<file path="src/smp_consts.vh">
// constants for the stepper motor pwm selector block
// assumes avalon-mm with 32-bit data, byte registers in the low lanes
`ifndef SMP_CONSTS_VH
`define SMP_CONSTS_VH

// ********************************
// register indices (byte address = 4 * index)
// ********************************
`define SMP_IDX_CONTROL     8'h23
`define SMP_IDX_SEL_ONE     8'h27
`define SMP_IDX_SEL_TWO     8'h28
`define SMP_IDX_CMP_ONE     8'h24
`define SMP_IDX_CMP_TWO     8'h25
`define SMP_IDX_TEST        8'h2D
`define SMP_IDX_STATUS      8'h2E

// ********************************
// reset values and field positions
// ********************************
`define SMP_RST_CONTROL     8'h00
`define SMP_RST_SEL         8'h00
`define SMP_RST_CMP         8'h00
`define SMP_RST_TEST        8'h02
`define SMP_CTL_PIN_TWO     7
`define SMP_CTL_PIN_ONE     6
`define SMP_CTL_PRE_HI      5
`define SMP_CTL_PRE_LO      4
`define SMP_CTL_RUN         3
`define SMP_CTL_TEST        0
`define SMP_CTL_MASK        8'hF9
`define SMP_SEL_MASK        8'h3F
`define SMP_SEL_STROBE      6
`define SMP_SEL_PLUS_HI     5
`define SMP_SEL_PLUS_LO     3
`define SMP_SEL_MINUS_HI    2
`define SMP_SEL_MINUS_LO    0
`define SMP_READ_ZERO       32'h0000_0000
`define SMP_UNMAPPED        32'hDEAD_BEEF

// ********************************
// counter and prescale codes
// ********************************
`define SMP_CNT_TOP         8'hFF
`define SMP_CNT_ZERO        8'h00
`define SMP_PRE_WIDTH       3
`define SMP_PRE_ZERO        3'h0
`define SMP_PRE_ONE         3'h1
`define SMP_PRE_DIV2        3'h1
`define SMP_PRE_DIV4        3'h3
`define SMP_PRE_DIV8        3'h7
`define SMP_PRE_SYS         3'h0

`endif

</file>
<file path="src/smp_pulse_gen.v">
// one 8-bit pwm comparator with its active compare value
// assumes counter and load strobe come from the same clock domain
`timescale 1ns/1ps
module smp_pulse_gen (
    input  wire       clock_in,      // system clock
    input  wire       rst_in,        // synchronous reset
    input  wire [7:0] count_in,      // shared counter value
    input  wire       run_in,        // counter running
    input  wire       load_in,       // take new compare value
    input  wire [7:0] compare_in,    // buffered compare value
    output reg        pulse_out      // pwm pulse
);
`include "smp_consts.vh"

// ********************************
// active compare and pulse
// ********************************
reg [7:0] active_cmp;                // compare value in use

// active value changes only on load
always @(posedge clock_in) begin
    if (rst_in) begin
        active_cmp <= `SMP_RST_CMP;
    end else if (load_in) begin
        active_cmp <= compare_in;
    end
end

// high while counter below compare, 0 gives zero high time
always @(posedge clock_in) begin
    if (rst_in) begin
        pulse_out <= 1'b0;
    end else begin
        pulse_out <= run_in & (count_in < active_cmp);
    end
end

endmodule

</file>
<file path="src/smp_driver_sel.v">
// selector of one coil end: low, high, pulse or released
// assumes select code is already the active, loaded value
`timescale 1ns/1ps
module smp_driver_sel (
    input  wire       clock_in,      // system clock
    input  wire       rst_in,        // synchronous reset
    input  wire [2:0] select_in,     // driver select code
    input  wire       pulse_in,      // generator pulse
    input  wire       pin_en_in,     // pin given to controller
    output reg        drive_out,     // driven level
    output reg        drive_oe_n_out // low while driving
);

// ********************************
// code decode
// ********************************
// 000 low, 001 high, 01x pulse, 1xx high impedance
always @(posedge clock_in) begin
    if (rst_in) begin
        drive_out      <= 1'b0;
        drive_oe_n_out <= 1'b1;
    end else begin
        drive_oe_n_out <= ~pin_en_in | select_in[2];
        if (select_in[1]) begin
            drive_out <= pulse_in;
        end else begin
            drive_out <= select_in[0];
        end
    end
end

endmodule

</file>
<file path="src/smp_top.v">
// top of the stepper motor pwm selector: registers, counter, two coils
// assumes an avalon-mm master on clock_in; pins are resolved outside
//
// Local design decision: register access over Avalon-MM.
`timescale 1ns/1ps

module smp_top (
    input  wire        clock_in,             // system clock, 50 MHz
    input  wire        rst_in,               // synchronous reset
    input  wire [7:0]  avs_address_in,       // word address
    input  wire        avs_read_in,          // read request
    input  wire        avs_write_in,         // write request
    input  wire [31:0] avs_writedata_in,     // write data
    input  wire [3:0]  avs_byteenable_in,    // byte enables
    output reg  [31:0] avs_readdata_out,     // read data
    output reg         avs_waitrequest_out,  // stall
    output reg         coil_one_plus_output_out,   // coil one plus level
    output reg         coil_one_plus_oe_n_out,     // low while driving
    output reg         coil_one_minus_output_out,  // coil one minus level
    output reg         coil_one_minus_oe_n_out,    // low while driving
    output reg         coil_two_plus_output_out,   // coil two plus level
    output reg         coil_two_plus_oe_n_out,     // low while driving
    output reg         coil_two_minus_output_out,  // coil two minus level
    output reg         coil_two_minus_oe_n_out,    // low while driving
    output reg         coil_one_pin_enable_out,    // pins one to controller
    output reg         coil_two_pin_enable_out     // pins two to controller
);
`include "smp_consts.vh"

// ********************************
// registers
// ********************************
reg [7:0]  motor_pwm_control;        // control byte
reg [7:0]  coil_one_output_select;   // buffered select coil one
reg [7:0]  coil_two_output_select;   // buffered select coil two, strobe bit 6
reg [7:0]  coil_one_compare;         // buffered compare coil one
reg [7:0]  coil_two_compare;         // buffered compare coil two
reg [7:0]  selector_factory_test;    // factory test byte
reg [5:0]  active_sel_one;           // select codes in use, coil one
reg [5:0]  active_sel_two;           // select codes in use, coil two
reg [7:0]  count;                    // shared pwm counter
reg [2:0]  prescale;                 // prescale divider
reg        run_q;                    // run bit one clock ago
reg        pending_clear;            // strobe to clear at next period start
reg        busy;                     // bus answer phase

// decoded control fields and bus handshake
wire [7:0] sel_reset    = `SMP_SEL_MASK & `SMP_RST_SEL; // reset select byte
wire       run          = motor_pwm_control[`SMP_CTL_RUN];
wire [1:0] counter_clock_prescale = motor_pwm_control[`SMP_CTL_PRE_HI:`SMP_CTL_PRE_LO];
wire       buffer_strobe = coil_two_output_select[`SMP_SEL_STROBE];
wire       wr_go        = avs_write_in & busy;   // write accepted this edge
// read data load as the read is taken, so they stand at the answer edge
wire       rd_go        = avs_read_in & ~busy;   // read taken this edge
reg  [2:0] pre_top;                   // divider terminal value
wire       tick         = run & (prescale == pre_top);
wire       period_end   = tick & (count == `SMP_CNT_TOP);
wire       load         = period_end & buffer_strobe;
wire       strobe_write = wr_go & avs_byteenable_in[0] & (avs_address_in == `SMP_IDX_SEL_TWO);

// ********************************
// prescale decode
// ********************************
// divide select for counter clock
always @* begin
    // terminal value of the divider; a tick comes when it is reached
    case (counter_clock_prescale)
        2'b00:   pre_top = `SMP_PRE_SYS;
        2'b01:   pre_top = `SMP_PRE_DIV2;
        2'b10:   pre_top = `SMP_PRE_DIV4;
        default: pre_top = `SMP_PRE_DIV8;
    endcase
end

// ********************************
// shared counter
// ********************************
// counter restarts at zero on run rise, halts on clear
always @(posedge clock_in) begin
    if (rst_in) begin
        count    <= `SMP_CNT_ZERO;
        prescale <= `SMP_PRE_ZERO;
        run_q    <= 1'b0;
    end else begin
        run_q <= run;
        // a restart wins over a tick in the same cycle
        if (run & ~run_q) begin
            count    <= `SMP_CNT_ZERO;
            prescale <= `SMP_PRE_ZERO;
        end else if (tick) begin
            prescale <= `SMP_PRE_ZERO;
            count    <= count + 8'h01;    // wraps after 256
        end else if (run) begin
            prescale <= prescale + `SMP_PRE_ONE;
        end
    end
end

// ********************************
// setting load
// ********************************
// active selects change only at period end with strobe set
always @(posedge clock_in) begin
    if (rst_in) begin
        active_sel_one <= sel_reset[5:0];
        active_sel_two <= sel_reset[5:0];
    end else if (load) begin
        active_sel_one <= coil_one_output_select[5:0];
        active_sel_two <= coil_two_output_select[5:0];
    end
end

// ********************************
// bus slave and registers
// ********************************
// one wait state per access; strobe cleared at next period start
always @(posedge clock_in) begin
    if (rst_in) begin
        motor_pwm_control      <= `SMP_RST_CONTROL;
        coil_one_output_select <= `SMP_RST_SEL;
        coil_two_output_select <= `SMP_RST_SEL;
        coil_one_compare       <= `SMP_RST_CMP;
        coil_two_compare       <= `SMP_RST_CMP;
        selector_factory_test  <= `SMP_RST_TEST;
        pending_clear          <= 1'b0;
        busy                   <= 1'b0;
        avs_waitrequest_out    <= 1'b1;
        avs_readdata_out       <= `SMP_READ_ZERO;
    end else begin
        busy                <= (avs_read_in | avs_write_in) & ~busy;
        avs_waitrequest_out <= ~((avs_read_in | avs_write_in) & ~busy);
        // hardware clear one tick after load, i.e. first count of new period
        if (load) begin
            pending_clear <= 1'b1;
        end else if (tick | strobe_write) begin
            pending_clear <= 1'b0;
        end
        // a strobe write in this cycle wins over the hardware clear; the bit takes the written value
        if (pending_clear & tick & ~strobe_write) begin
            coil_two_output_select[`SMP_SEL_STROBE] <= 1'b0;
        end
        // every writable register sits in byte lane 0; other lanes are ignored
        if (wr_go & avs_byteenable_in[0]) begin
            case (avs_address_in)
                `SMP_IDX_CONTROL: motor_pwm_control <= avs_writedata_in[7:0] & `SMP_CTL_MASK;
                `SMP_IDX_SEL_ONE: coil_one_output_select <= avs_writedata_in[7:0] & `SMP_SEL_MASK;
                `SMP_IDX_SEL_TWO: coil_two_output_select <= avs_writedata_in[7:0] & 8'h7F;
                `SMP_IDX_CMP_ONE: coil_one_compare <= avs_writedata_in[7:0];
                `SMP_IDX_CMP_TWO: coil_two_compare <= avs_writedata_in[7:0];
                `SMP_IDX_TEST:    selector_factory_test <= avs_writedata_in[7:0];
                default: ;
            endcase
        end
        // read data stand from the take edge until the next read is taken
        if (rd_go) begin
            case (avs_address_in)
                `SMP_IDX_CONTROL: avs_readdata_out <= {24'h000000, motor_pwm_control};
                `SMP_IDX_SEL_ONE: avs_readdata_out <= {24'h000000, coil_one_output_select};
                `SMP_IDX_SEL_TWO: avs_readdata_out <= {24'h000000, coil_two_output_select};
                `SMP_IDX_CMP_ONE: avs_readdata_out <= {24'h000000, coil_one_compare};
                `SMP_IDX_CMP_TWO: avs_readdata_out <= {24'h000000, coil_two_compare};
                `SMP_IDX_TEST:    avs_readdata_out <= {24'h000000, selector_factory_test};
                `SMP_IDX_STATUS:  avs_readdata_out <= {23'h000000, run, count};
                default:          avs_readdata_out <= `SMP_UNMAPPED;
            endcase
        end
    end
end

// ********************************
// generators and selectors
// ********************************
wire pulse_one;        // first generator pulse
wire pulse_two_early;  // second generator pulse before delay
reg  pulse_two;        // second pulse, one clock late
reg  [5:0] sel_two_d;  // select two delayed with its pulse
reg  pin_two_d;        // pin enable two delayed
// driver outputs: level and active-low enable per coil end
wire one_p;
wire one_pn;
wire one_m;
wire one_mn;
wire two_p;
wire two_pn;
wire two_m;
wire two_mn;

// first_pulse_generator
smp_pulse_gen u_gen_one (
    .clock_in   (clock_in),
    .rst_in     (rst_in),
    .count_in   (count),
    .run_in     (run),
    .load_in    (load),
    .compare_in (coil_one_compare),
    .pulse_out  (pulse_one)
);

// second_pulse_generator
smp_pulse_gen u_gen_two (
    .clock_in   (clock_in),
    .rst_in     (rst_in),
    .count_in   (count),
    .run_in     (run),
    .load_in    (load),
    .compare_in (coil_two_compare),
    .pulse_out  (pulse_two_early)
);

// delay the whole second coil path by one system clock
always @(posedge clock_in) begin
    if (rst_in) begin
        pulse_two <= 1'b0;
        sel_two_d <= sel_reset[5:0];
        pin_two_d <= 1'b0;
    end else begin
        pulse_two <= pulse_two_early;
        sel_two_d <= active_sel_two;
        pin_two_d <= motor_pwm_control[`SMP_CTL_PIN_TWO];
    end
end

// coil one plus end
smp_driver_sel u_one_plus (
    .clock_in       (clock_in),
    .rst_in         (rst_in),
    .select_in      (active_sel_one[`SMP_SEL_PLUS_HI:`SMP_SEL_PLUS_LO]),
    .pulse_in       (pulse_one),
    .pin_en_in      (motor_pwm_control[`SMP_CTL_PIN_ONE]),
    .drive_out      (one_p),
    .drive_oe_n_out (one_pn)
);
// coil one minus end
smp_driver_sel u_one_minus (
    .clock_in       (clock_in),
    .rst_in         (rst_in),
    .select_in      (active_sel_one[`SMP_SEL_MINUS_HI:`SMP_SEL_MINUS_LO]),
    .pulse_in       (pulse_one),
    .pin_en_in      (motor_pwm_control[`SMP_CTL_PIN_ONE]),
    .drive_out      (one_m),
    .drive_oe_n_out (one_mn)
);
// coil two plus end, one clock behind coil one
smp_driver_sel u_two_plus (
    .clock_in       (clock_in),
    .rst_in         (rst_in),
    .select_in      (sel_two_d[`SMP_SEL_PLUS_HI:`SMP_SEL_PLUS_LO]),
    .pulse_in       (pulse_two),
    .pin_en_in      (pin_two_d),
    .drive_out      (two_p),
    .drive_oe_n_out (two_pn)
);
// coil two minus end, one clock behind coil one
smp_driver_sel u_two_minus (
    .clock_in       (clock_in),
    .rst_in         (rst_in),
    .select_in      (sel_two_d[`SMP_SEL_MINUS_HI:`SMP_SEL_MINUS_LO]),
    .pulse_in       (pulse_two),
    .pin_en_in      (pin_two_d),
    .drive_out      (two_m),
    .drive_oe_n_out (two_mn)
);

// ********************************
// output flops
// ********************************
// every top output from a flop
always @(posedge clock_in) begin
    if (rst_in) begin
        // pins released and low until the first clock after reset
        coil_one_plus_output_out  <= 1'b0;
        coil_one_plus_oe_n_out    <= 1'b1;
        coil_one_minus_output_out <= 1'b0;
        coil_one_minus_oe_n_out   <= 1'b1;
        coil_two_plus_output_out  <= 1'b0;
        coil_two_plus_oe_n_out    <= 1'b1;
        coil_two_minus_output_out <= 1'b0;
        coil_two_minus_oe_n_out   <= 1'b1;
        coil_one_pin_enable_out   <= 1'b0;
        coil_two_pin_enable_out   <= 1'b0;
    end else begin
        coil_one_plus_output_out  <= one_p;
        coil_one_plus_oe_n_out    <= one_pn;
        coil_one_minus_output_out <= one_m;
        coil_one_minus_oe_n_out   <= one_mn;
        coil_two_plus_output_out  <= two_p;
        coil_two_plus_oe_n_out    <= two_pn;
        coil_two_minus_output_out <= two_m;
        coil_two_minus_oe_n_out   <= two_mn;
        // pin enables change one clock before their coil's driver enables
        coil_one_pin_enable_out   <= motor_pwm_control[`SMP_CTL_PIN_ONE];
        coil_two_pin_enable_out   <= pin_two_d;
    end
end

endmodule

</file>
<file path="config.mk">
export PLATFORM = sky130hd
export DESIGN_NAME = smp_top
export DESIGN_NICKNAME = d
export VERILOG_FILES = /design/src/smp_pulse_gen.v /design/src/smp_driver_sel.v /design/src/smp_top.v
export VERILOG_INCLUDE_DIRS = /design/src
export SDC_FILE = /design/constraint.sdc
export NUM_CORES = 1
export LEC_CHECK = 0
export ABC_AREA = 1
export ABC_CLOCK_PERIOD_IN_PS = 3420
export BUFFER_PORTS_ARGS = -buffer_cell sky130_fd_sc_hd__buf_4
export CORE_ASPECT_RATIO = 1.5
export CORE_MARGIN = 2
export CORE_UTILIZATION = 45
export DETAILED_ROUTE_END_ITERATION = 8
export PLACE_DENSITY = 0.77
export SLEW_MARGIN = 20
export SYNTH_ARGS = -nofsm -noshare
export SYNTH_HDL_FRONTEND = slang
export SYNTH_SLANG_ARGS = --single-unit
</file>
<file path="constraint.sdc">
create_clock -name clock_in -period 3.42 [get_ports clock_in]
set_input_delay 0.684 -clock clock_in [delete_from_list [all_inputs] [get_ports clock_in]]
set_output_delay 0.684 -clock clock_in [all_outputs]
set_load 0.02 [all_outputs]
</file>
## Word-level counts from Yosys, hierarchy flattened

Index checks and enable logic that the tools add are counted.

| storage, ports and cells | value |
|---|---|
| output and inout port bits | 43 |
| input port bits | 48 |
| word-level logic and storage cells | 102 |
| flip-flop bits (word level) | 146 |

| operators by class | value |
|---|---|
| reductions and logical operators | 10 |
| bitwise operators | 25 |
| order comparisons | 2 |
| equality and inequality tests | 11 |
| mux-type cells | 11 |
| $add $sub $neg | 2 |

Operators by type and width:

| cell | number |
|---|---|
| case mux 32 bit (7 select lines) | 1 |
| equality test 8 x 6 -> 1 bit (second input constant) | 7 |
| less-than comparator 8 bit | 2 |
| two-way mux 7 bit | 2 |
| bitwise AND 1 bit | 13 |
| AND reduction 2 bit | 6 |
| case mux 3 bit (3 select lines) | 1 |
| adder 8 x 1 -> 8 bit (second input constant) | 1 |
| equality test 8 bit (second input constant) | 1 |
| two-way mux 1 bit | 7 |
| inverter 1 bit | 6 |
| OR 1 bit | 6 |
| adder 3 x 1 -> 3 bit (second input constant) | 1 |
| equality test 3 bit | 1 |
| OR reduction 3 bit | 1 |
| equality test 2 x 1 -> 1 bit (second input constant) | 1 |
| equality test 2 bit (second input constant) | 1 |
| zero test 2 bit | 1 |
| nonzero test 2 bit | 1 |
| OR reduction 2 bit | 1 |

## Longest topological paths before layout

Gate-level depths: netlist of the first run.

| depth | value |
|---|---|
| depth after elaboration | 9 |
| gate-level depth with buffers | 11 |

## By module

Synthesis of the first run repeated with hierarchy kept, for this count alone.

| second synthesis, totals | value |
|---|---|
| cells, all modules | 741 |
| area, all modules | 5,665.4 um^2 |

By module, submodules not included:

| module | times used | area an instance (um^2) | cells an instance | sequential area each (um^2) |
|---|---|---|---|---|
| smp_top | 1 | 4,334.2 | 581 | 1,961.9 |
| smp_pulse_gen | 2 | 520.5 | 62 | 180.2 |
| smp_driver_sel | 4 | 72.6 | 9 | 40.0 |

## Worst setup path before layout of the first run

Ideal clock, no wire load.

| path | value |
|---|---|
| path kind | input-to-reg |
| from | input avs_address_in[4] |
| to | register coil_two_compare[5] |
| arrival | 1.662 ns |
| slack | 1.630 ns |
| library setup time | 0.128 ns |
| cell stages on the path | 8 |
| required time | 3.292 ns |
| buffers on the path | 2 |
| cell sequence | inv_1 nand2_1 nor2_2 buf_4 nand3_1 clkbuf_1 o21ai_0 a21oi_1 |

| on the way | value |
|---|---|
| word-level cells in the longest chain between the ends | 2 |

Ends and longest elaborated chain:

| what | line | source |
|---|---|---|
| start, declared | smp_top.v:10 | `input wire [7:0] avs_address_in,` |
| equality test 8 x 6 -> 1 bit | smp_top.v:144 | `case (avs_address_in)` |
| AND reduction 2 bit (no line) | -- |  |
| end signal, assigned | smp_top.v:123 | `` coil_two_compare <= `SMP_RST_CMP; `` |
| end signal, assigned | smp_top.v:149 | `` `SMP_IDX_CMP_TWO: coil_two_compare <= avs_writedata_in[7:0]; `` |
| end, declared | smp_top.v:37 | `reg [7:0] coil_two_compare;` |

No other way between the ends.
A chain may end at the register's enable or synchronous reset.

## Worst setup path in the final report of the first run

| path | value |
|---|---|
| from | input avs_address_in[4] |
| to | register coil_two_output_select[4] |

| on the way | value |
|---|---|
| word-level cells in the longest chain between the ends | 2 |

Ends and longest elaborated chain:

| what | line | source |
|---|---|---|
| equality test 8 x 6 -> 1 bit | smp_top.v:144 |  |
| AND reduction 2 bit (no line) | -- |  |
| end signal, assigned | smp_top.v:121 | `` coil_two_output_select <= `SMP_RST_SEL; `` |
| end signal, assigned | smp_top.v:147 | `` `SMP_IDX_SEL_TWO: coil_two_output_select <= avs_writedata_in[7:0] & 8'h7F; `` |
| end, declared | smp_top.v:35 | `reg [7:0] coil_two_output_select;` |

No other way between the ends.

==> impl_metrics.tcl, run 1 <==
set metrics [dict create \
    status "finished, final reports clean" \
    antenna_cells 0 \
    final.fill_count 1196 \
    start_util 0.462 \
    die_x_um 94.7 \
    critPathKind "input pin to flop" \
    critical_path.cell_chain "buf_4 > inv_1 > nand2_1 > nor2_2 > nand2_1 > inv_1 > nand2_1 > o21ai_0 > a21oi_1" \
    dpl.hpwl_um 9090 \
    cts_hold_buf 0 \
    max-clock-path-buffers 2 \
    pre_cts_slack_ns 0.889 \
    fin_cells 964 \
    area_delta_synth_final_pct 16.7 \
    placed_cell_area_um2 5920 \
    wl_per_cell_um 13.5 \
    vias_per_cell 5.06 \
    r2r-end "active_sel_one[1]" \
    numCtsBuffers 17 \
    yosysSeqAreaShare 0.447 \
    path_buf_inv 3 \
    drive_gt1_frac 0.133 \
    cts_tree "yes" \
    worst_slew_pin_slew_ns 0.732 \
    ys_ff_latch 124 \
    port_buffers 57 \
    vias 4875 \
    drv_cap 0 \
    yosysTopAreaCell "dfxtp_1" \
    synth_area_leaders "dfxtp_1 (45%), a21oi_1 (8.0%), o21ai_0 (7.2%)" \
    netlist_instances 766 \
    hold_start "u_two_plus.drive_out" \
    critical_path.top_delay_family "simple AND/OR/NAND/NOR gates" \
    yosysWarnings 0 \
    cp-start-kind "input pin" \
    grt_setup_unrepaired "false" \
    finalCritPeriodShare 0.631 \
    p_leak_uw 0.00263 \
    worst_slack_ns 1.26 \
    final-setup-viol-count 0 \
    synth.top_cell.area_share 0.447 \
    worstPathArrival_ns 2.44 \
    antenna_found_initial 0 \
    endpoint_kind "flop" \
    ios 91 \
    worstPathRequired_ns 3.70 \
    netlist_area_um2 5550 \
    slew_viol_final 0 \
    hold_depth 2 \
    yosys.cell_types.count 26 \
    grt_pass1_vias 4460 \
    max_freq_mhz 463 \
    dieArea_um2 13300 \
    worstSkewPairLatency_ns 0.42 \
    cts_max_level 4 \
    synth_edf_count 0 \
    clkSinkCount 124 \
    dr.pass1.iters 5 \
    cpMaxStageDelayCell "nor2_2" \
    dominantRegCellSynth "dfxtp_1" \
    max_stage_delay_ns 0.43 \
    critPathMaxFanout 16 \
    fin_crit_ns 2.16 \
    cts_setup_buffers 0 \
    min_path_type "flop to flop" \
    root_buffer "clkbuf_16" \
    r2r_slack_ns 1.37 \
    vdd.ir_drop.worst_mv 0.345 \
    grtUsageTotal 0.207 \
    r2r-start "prescale[2]" \
    dp.cells 932 \
    finalHoldViolCount 0 \
    fin_setup_tns_ns 0 \
    core_um2 12000 \
    worst-r2r-cell-count 10 \
    hold_path_end "coil_two_plus_output_out" \
    drtIter0Drc 287 \
    overflow 0 \
    drc 0 \
    fin_skew_ns 0.00524 \
    pwr_density_cell_nw_per_um2 515 \
    cts_resized 0 \
    rows 49 \
    cts.reportedPaths.clkPinSlew_ns 0.06 \
    grt_pass1_wl_um 21400 \
    relSlewSlack 0.512 \
    ant_nets 0 \
    postSynthAreaPerCell_um2 7.25 \
    synthArstFlopShare 0 \
    critPathMostFrequentCell "nand2_1" \
    die-height_um 140 \
    layout.nets 862 \
    drt_wl_total_um 13100 \
    gp_congestion 0.922 \
    fin_area_um2 6480 \
    grt_max_degree 84 \
]
## layout make-up
type	count	area (µm²)	area share
clock buffers	18	429	0.0662
clock inverters	14	136	0.0210
inverters	105	394	0.0608
multi-input cells	486	2370	0.365
flip-flops and latches	124	2480	0.383
well taps	153	191	0.0295
repair buffers	64	480	0.0741
## tightest hold or removal path, cell delays in order (launching register included)
cell	delay [ns]
dfxtp_1	0.29
inv_1	0.04
nor2_1	0.03
## layout by cell type, fill, tap and decap left out, drive strengths merged
cell type  synthesis  layout
nand3             57      57
ha                16      16
nor3               4       4
clkbuf            16      18
o211ai             1       1
a21boi             2       2
dfxtp            124     124
clkinvlp           0       3
inv              105     111
nand3b             8       8
nand4              3       3
or2                4       4
o21ai             83      83
buf               40      64
a21oi             89      89
nor2             104     104
xnor2              2       2
xor2               3       3
bufinv             0       1
conb               1       6
clkinv             0       4
nand2            104     104
## flip-flops by register name, indices dropped and copies added, names as in the netlist, 3 cells and up
name,cells
avs_readdata_out,10
coil_one_compare,8
coil_two_compare,8
count,8
selector_factory_test,8
u_gen_one.active_cmp,8
u_gen_two.active_cmp,8
coil_two_output_select,7
active_sel_one,6
active_sel_two,6
coil_one_output_select,6
motor_pwm_control,6
sel_two_d,6
prescale,3
## report_power, final
group | internal [µW] | total, µW | switching [µW]
combinational | 62.8 | 173 | 111
sequential | 1460 | 1460 | 8.41
clock | 1010 | 1700 | 689
## worst max path at each step
| stage | depth (start not counted) | slack [ns] | startpoint | end |
|---|---|---|---|---|
| floorplan | 8 | 1.63 | avs_address_in[4] | coil_two_compare[5] |
| global placement | 9 | 0.87 | avs_address_in[4] | coil_two_output_select[1] |
| detailed placement | 10 | 0.89 | avs_address_in[4] | coil_two_output_select[6] |
| CTS | 9 | 1.28 | avs_address_in[4] | selector_factory_test[2] |
| global route | 8 | 0.98 | avs_address_in[4] | coil_one_compare[2] |
| finish | 9 | 1.26 | avs_address_in[4] | coil_two_output_select[4] |
## cells in the mapped netlist (5+ instances only)
cell type	n
dfxtp_1	124
inv_1	105
nand2_1	103
nor2_1	99
a21oi_1	89
o21ai_0	80
nand3_1	56
buf_4	24
clkbuf_1	16
ha_1	16
buf_2	11
nand3b_1	8
nor2_2	5
## per-layer routing
layer / routed length [µm] / part of all wire / global-route usage
met3: 615 / 0.047 / 0.0446
met2: 6520 / 0.50 / 0.337
met1: 5300 / 0.41 / 0.244
met4: 623 / 0.048 / 0.128
met5: 0 / 0 / 0
## kinds of logic (layout without fill, tap and decap cells)
| logic type | after synthesis | in the layout | synth area share |
|---|---|---|---|
| xor gates and xnor gates | 5 | 5 | 0.00789 |
| and+or+nand+nor | 284 | 284 | 0.218 |
| adders and majority gates | 16 | 16 | 0.0360 |
| buffers and inverters | 161 | 201 | 0.132 |
| AOI/OAI and AO/OA | 175 | 175 | 0.159 |
| DFF | 124 | 124 | 0.447 |
| other | 1 | 6 | 0.000675 |
## through the flow
step | hold slack, ns | utilization | total power (µW)
detailed placement | 0.393 | 0.493 | 1670
global route | 0.417 | 0.540 | 3450
CTS | 0.401 | 0.540 | 3360
finish | 0.401 | 0.540 | 3340
floorplan | 0.387 | - | 1620
global placement | 0.390 | 0.493 | 1670
No activity file was read; power rests on OpenSTA's default activity.
==> run 2, diff against run 1 <==
- ABC_CLOCK_PERIOD_IN_PS: 3420 -> 2250
- clock period: 3.42 -> 2.25 ns (I/O delays scaled with it)
==> run 2 against run 1 <==
Net effect: largest cell class unchanged; highest routed layer unchanged; design area increased by 1.2%; die area unchanged; utilization increased by 0.67 points; first-iteration DRC count increased by 11%; sequential cell count unchanged; via count about the same.
==> impl_metrics.tcl, run 2 (synthesis results as in run 1) <==
set metrics [dict create \
    ant_nets 0 \
    cts_setup_buffers 0 \
    fin_skew_ns 0.00516 \
    clkSinkCount 124 \
    cts_hold_buf 0 \
    grt_setup_unrepaired "false" \
    multi_input_area_um2 2370 \
    numCtsBuffers 17 \
    cp-startpoint "count[0]" \
    largest_register "avs_readdata_out" \
    seq_power_share 0.441 \
    p_leak_uw 0.00268 \
    crit_cells 7 \
    rows 49 \
    min_path_type "input pin to flop" \
    die-height_um 140 \
    pwr_density_cell_nw_per_um2 768 \
    swShare 0.239 \
    drive_gt1_frac 0.141 \
    internal_power_uw 3840 \
    vias_per_cell 5.01 \
    critPathMaxFanout 58 \
    worst_slack_ns 0.503 \
    hold_depth 2 \
    largest_reg_flops 10 \
    grt_pass1_vias 4465 \
    grt_pass1_wl_um 21500 \
    ios 91 \
    r2r_slack_ns 0.50 \
    final.fill_count 1161 \
    die_x_um 94.7 \
    pre_cts_slack_ns 0.226 \
    seq_area_um2 2480 \
    dpl.hpwl_um 9440 \
    p_clk_frac 0.504 \
    layout.nets 871 \
    core_um2 12000 \
    relSlewSlack 0.571 \
    layout_commonest_cell "dfxtp_1" \
    fin_crit_ns 1.75 \
    cts.reportedPaths.clkPinSlew_ns 0.06 \
    final_cell_mix "dfxtp_1 (124), inv_1 (104), nand2_1 (103), nor2_1 (99), a21oi_1 (89)" \
    port_buffers 57 \
    cp-endpoint "u_gen_two.active_cmp[5]" \
    area_delta_synth_final_pct 18.2 \
    worstPathArrival_ns 2.06 \
    critPathKind "flop to flop" \
    grt_max_degree 59 \
    cpMaxStageDelayCell "dfxtp_1" \
    p_sw_uw 1200 \
    slew_viol_final 0 \
    antenna_found_initial 0 \
    drtIter0Drc 318 \
    worstSkewPairLatency_ns 0.42 \
    start_util 0.462 \
    max_stage_delay_ns 0.46 \
    worst_slew_pin_slew_ns 0.640 \
    drt_wl_total_um 13400 \
    vdd.ir_drop.worst_mv 0.591 \
    critical_path.top_delay_family "simple AND/OR/NAND/NOR gates" \
    antenna_cells 0 \
    max_freq_mhz 572 \
    drc 0 \
    status "finished, final reports clean" \
    critical_path.cell_chain "ha_1 > nand4_1 > nor2_4 > buf_12 > nand3_1 > nand2_1 > nor2_1" \
    cts_tree "yes" \
    worstPathRequired_ns 2.56 \
    path_buf_inv 1 \
    r2r-end "u_gen_two.active_cmp[5]" \
    worst-r2r-cell-count 7 \
    wl_per_cell_um 13.7 \
    dr.pass1.iters 5 \
    cts_resized 0 \
    cts_max_level 4 \
    overflow 0 \
    final-setup-viol-count 0 \
    root_buffer "clkbuf_16" \
    drv_cap 0 \
    grtUsageTotal 0.208 \
    finalHoldViolCount 0 \
    r2r-start "count[0]" \
    gp_congestion 0.932 \
    combPwrFrac 0.055 \
    vias 4879 \
    finalCritPeriodShare 0.776 \
    max-clock-path-buffers 2 \
    dieArea_um2 13300 \
    fin_setup_tns_ns 0 \
    endpoint_kind "flop" \
    cp-start-kind "flop" \
]
==> run 2: cell types whose count changed in the layout (fill, tap and decap cells not counted), sizes merged <==
cell	previous run	this run
clkbuf	18	19
buf	64	73
clkinv	4	7
inv	111	107
==> run 2: worst min-delay path by stage <==
stage	from	end	slack (ns)
after floorplan	sel_two_d[2]	u_two_minus.drive_oe_n_out	0.39
after global placement	sel_two_d[5]	u_two_plus.drive_oe_n_out	0.39
after detailed placement	u_one_plus.drive_oe_n_out	coil_one_plus_oe_n_out	0.39
after CTS	rst_in	pulse_two	0.25
after global routing	rst_in	pulse_two	0.25
final	rst_in	pulse_two	0.26
==> run 2: through the flow <==
stage	hold slack [ns]	instance area [µm²]	total power, µW	std cells	util
floorplan	0.387	5570	2460	771	-
global placement	0.390	6010	2540	941	0.500
detailed placement	0.392	6010	2550	941	0.500
CTS	0.249	6560	5070	973	0.546
global route	0.254	6560	5190	973	0.546
finish	0.258	6560	5040	973	0.546
==> run 2: power by group through the flow <==
stage / combinational [µW] / sequential, µW / clock, µW
after floorplan: 168 / 2290 / 0
after CTS: 276 / 2220 / 2570
final: 276 / 2220 / 2540
after global placement: 272 / 2270 / 0
after global routing: 296 / 2230 / 2670
after detailed placement: 275 / 2270 / 0
==> run 2: routing by layer <==
metal | routed length (µm) | global-route usage | share of wire
met1 | 5560 | 0.242 | 0.42
met2 | 7040 | 0.364 | 0.53
met3 | 450 | 0.0414 | 0.034
met4 | 332 | 0.0870 | 0.025
met5 | 0 | 0 | 0
==> run 2: area by class of cell <==
cell class | instances | share of cell area
flip-flops and latches | 124 | 0.378
well taps | 153 | 0.0292
clock buffers | 19 | 0.0660
clock inverters | 13 | 0.0183
multi-input cells | 486 | 0.361
inverters | 105 | 0.0600
repair buffers | 73 | 0.0873
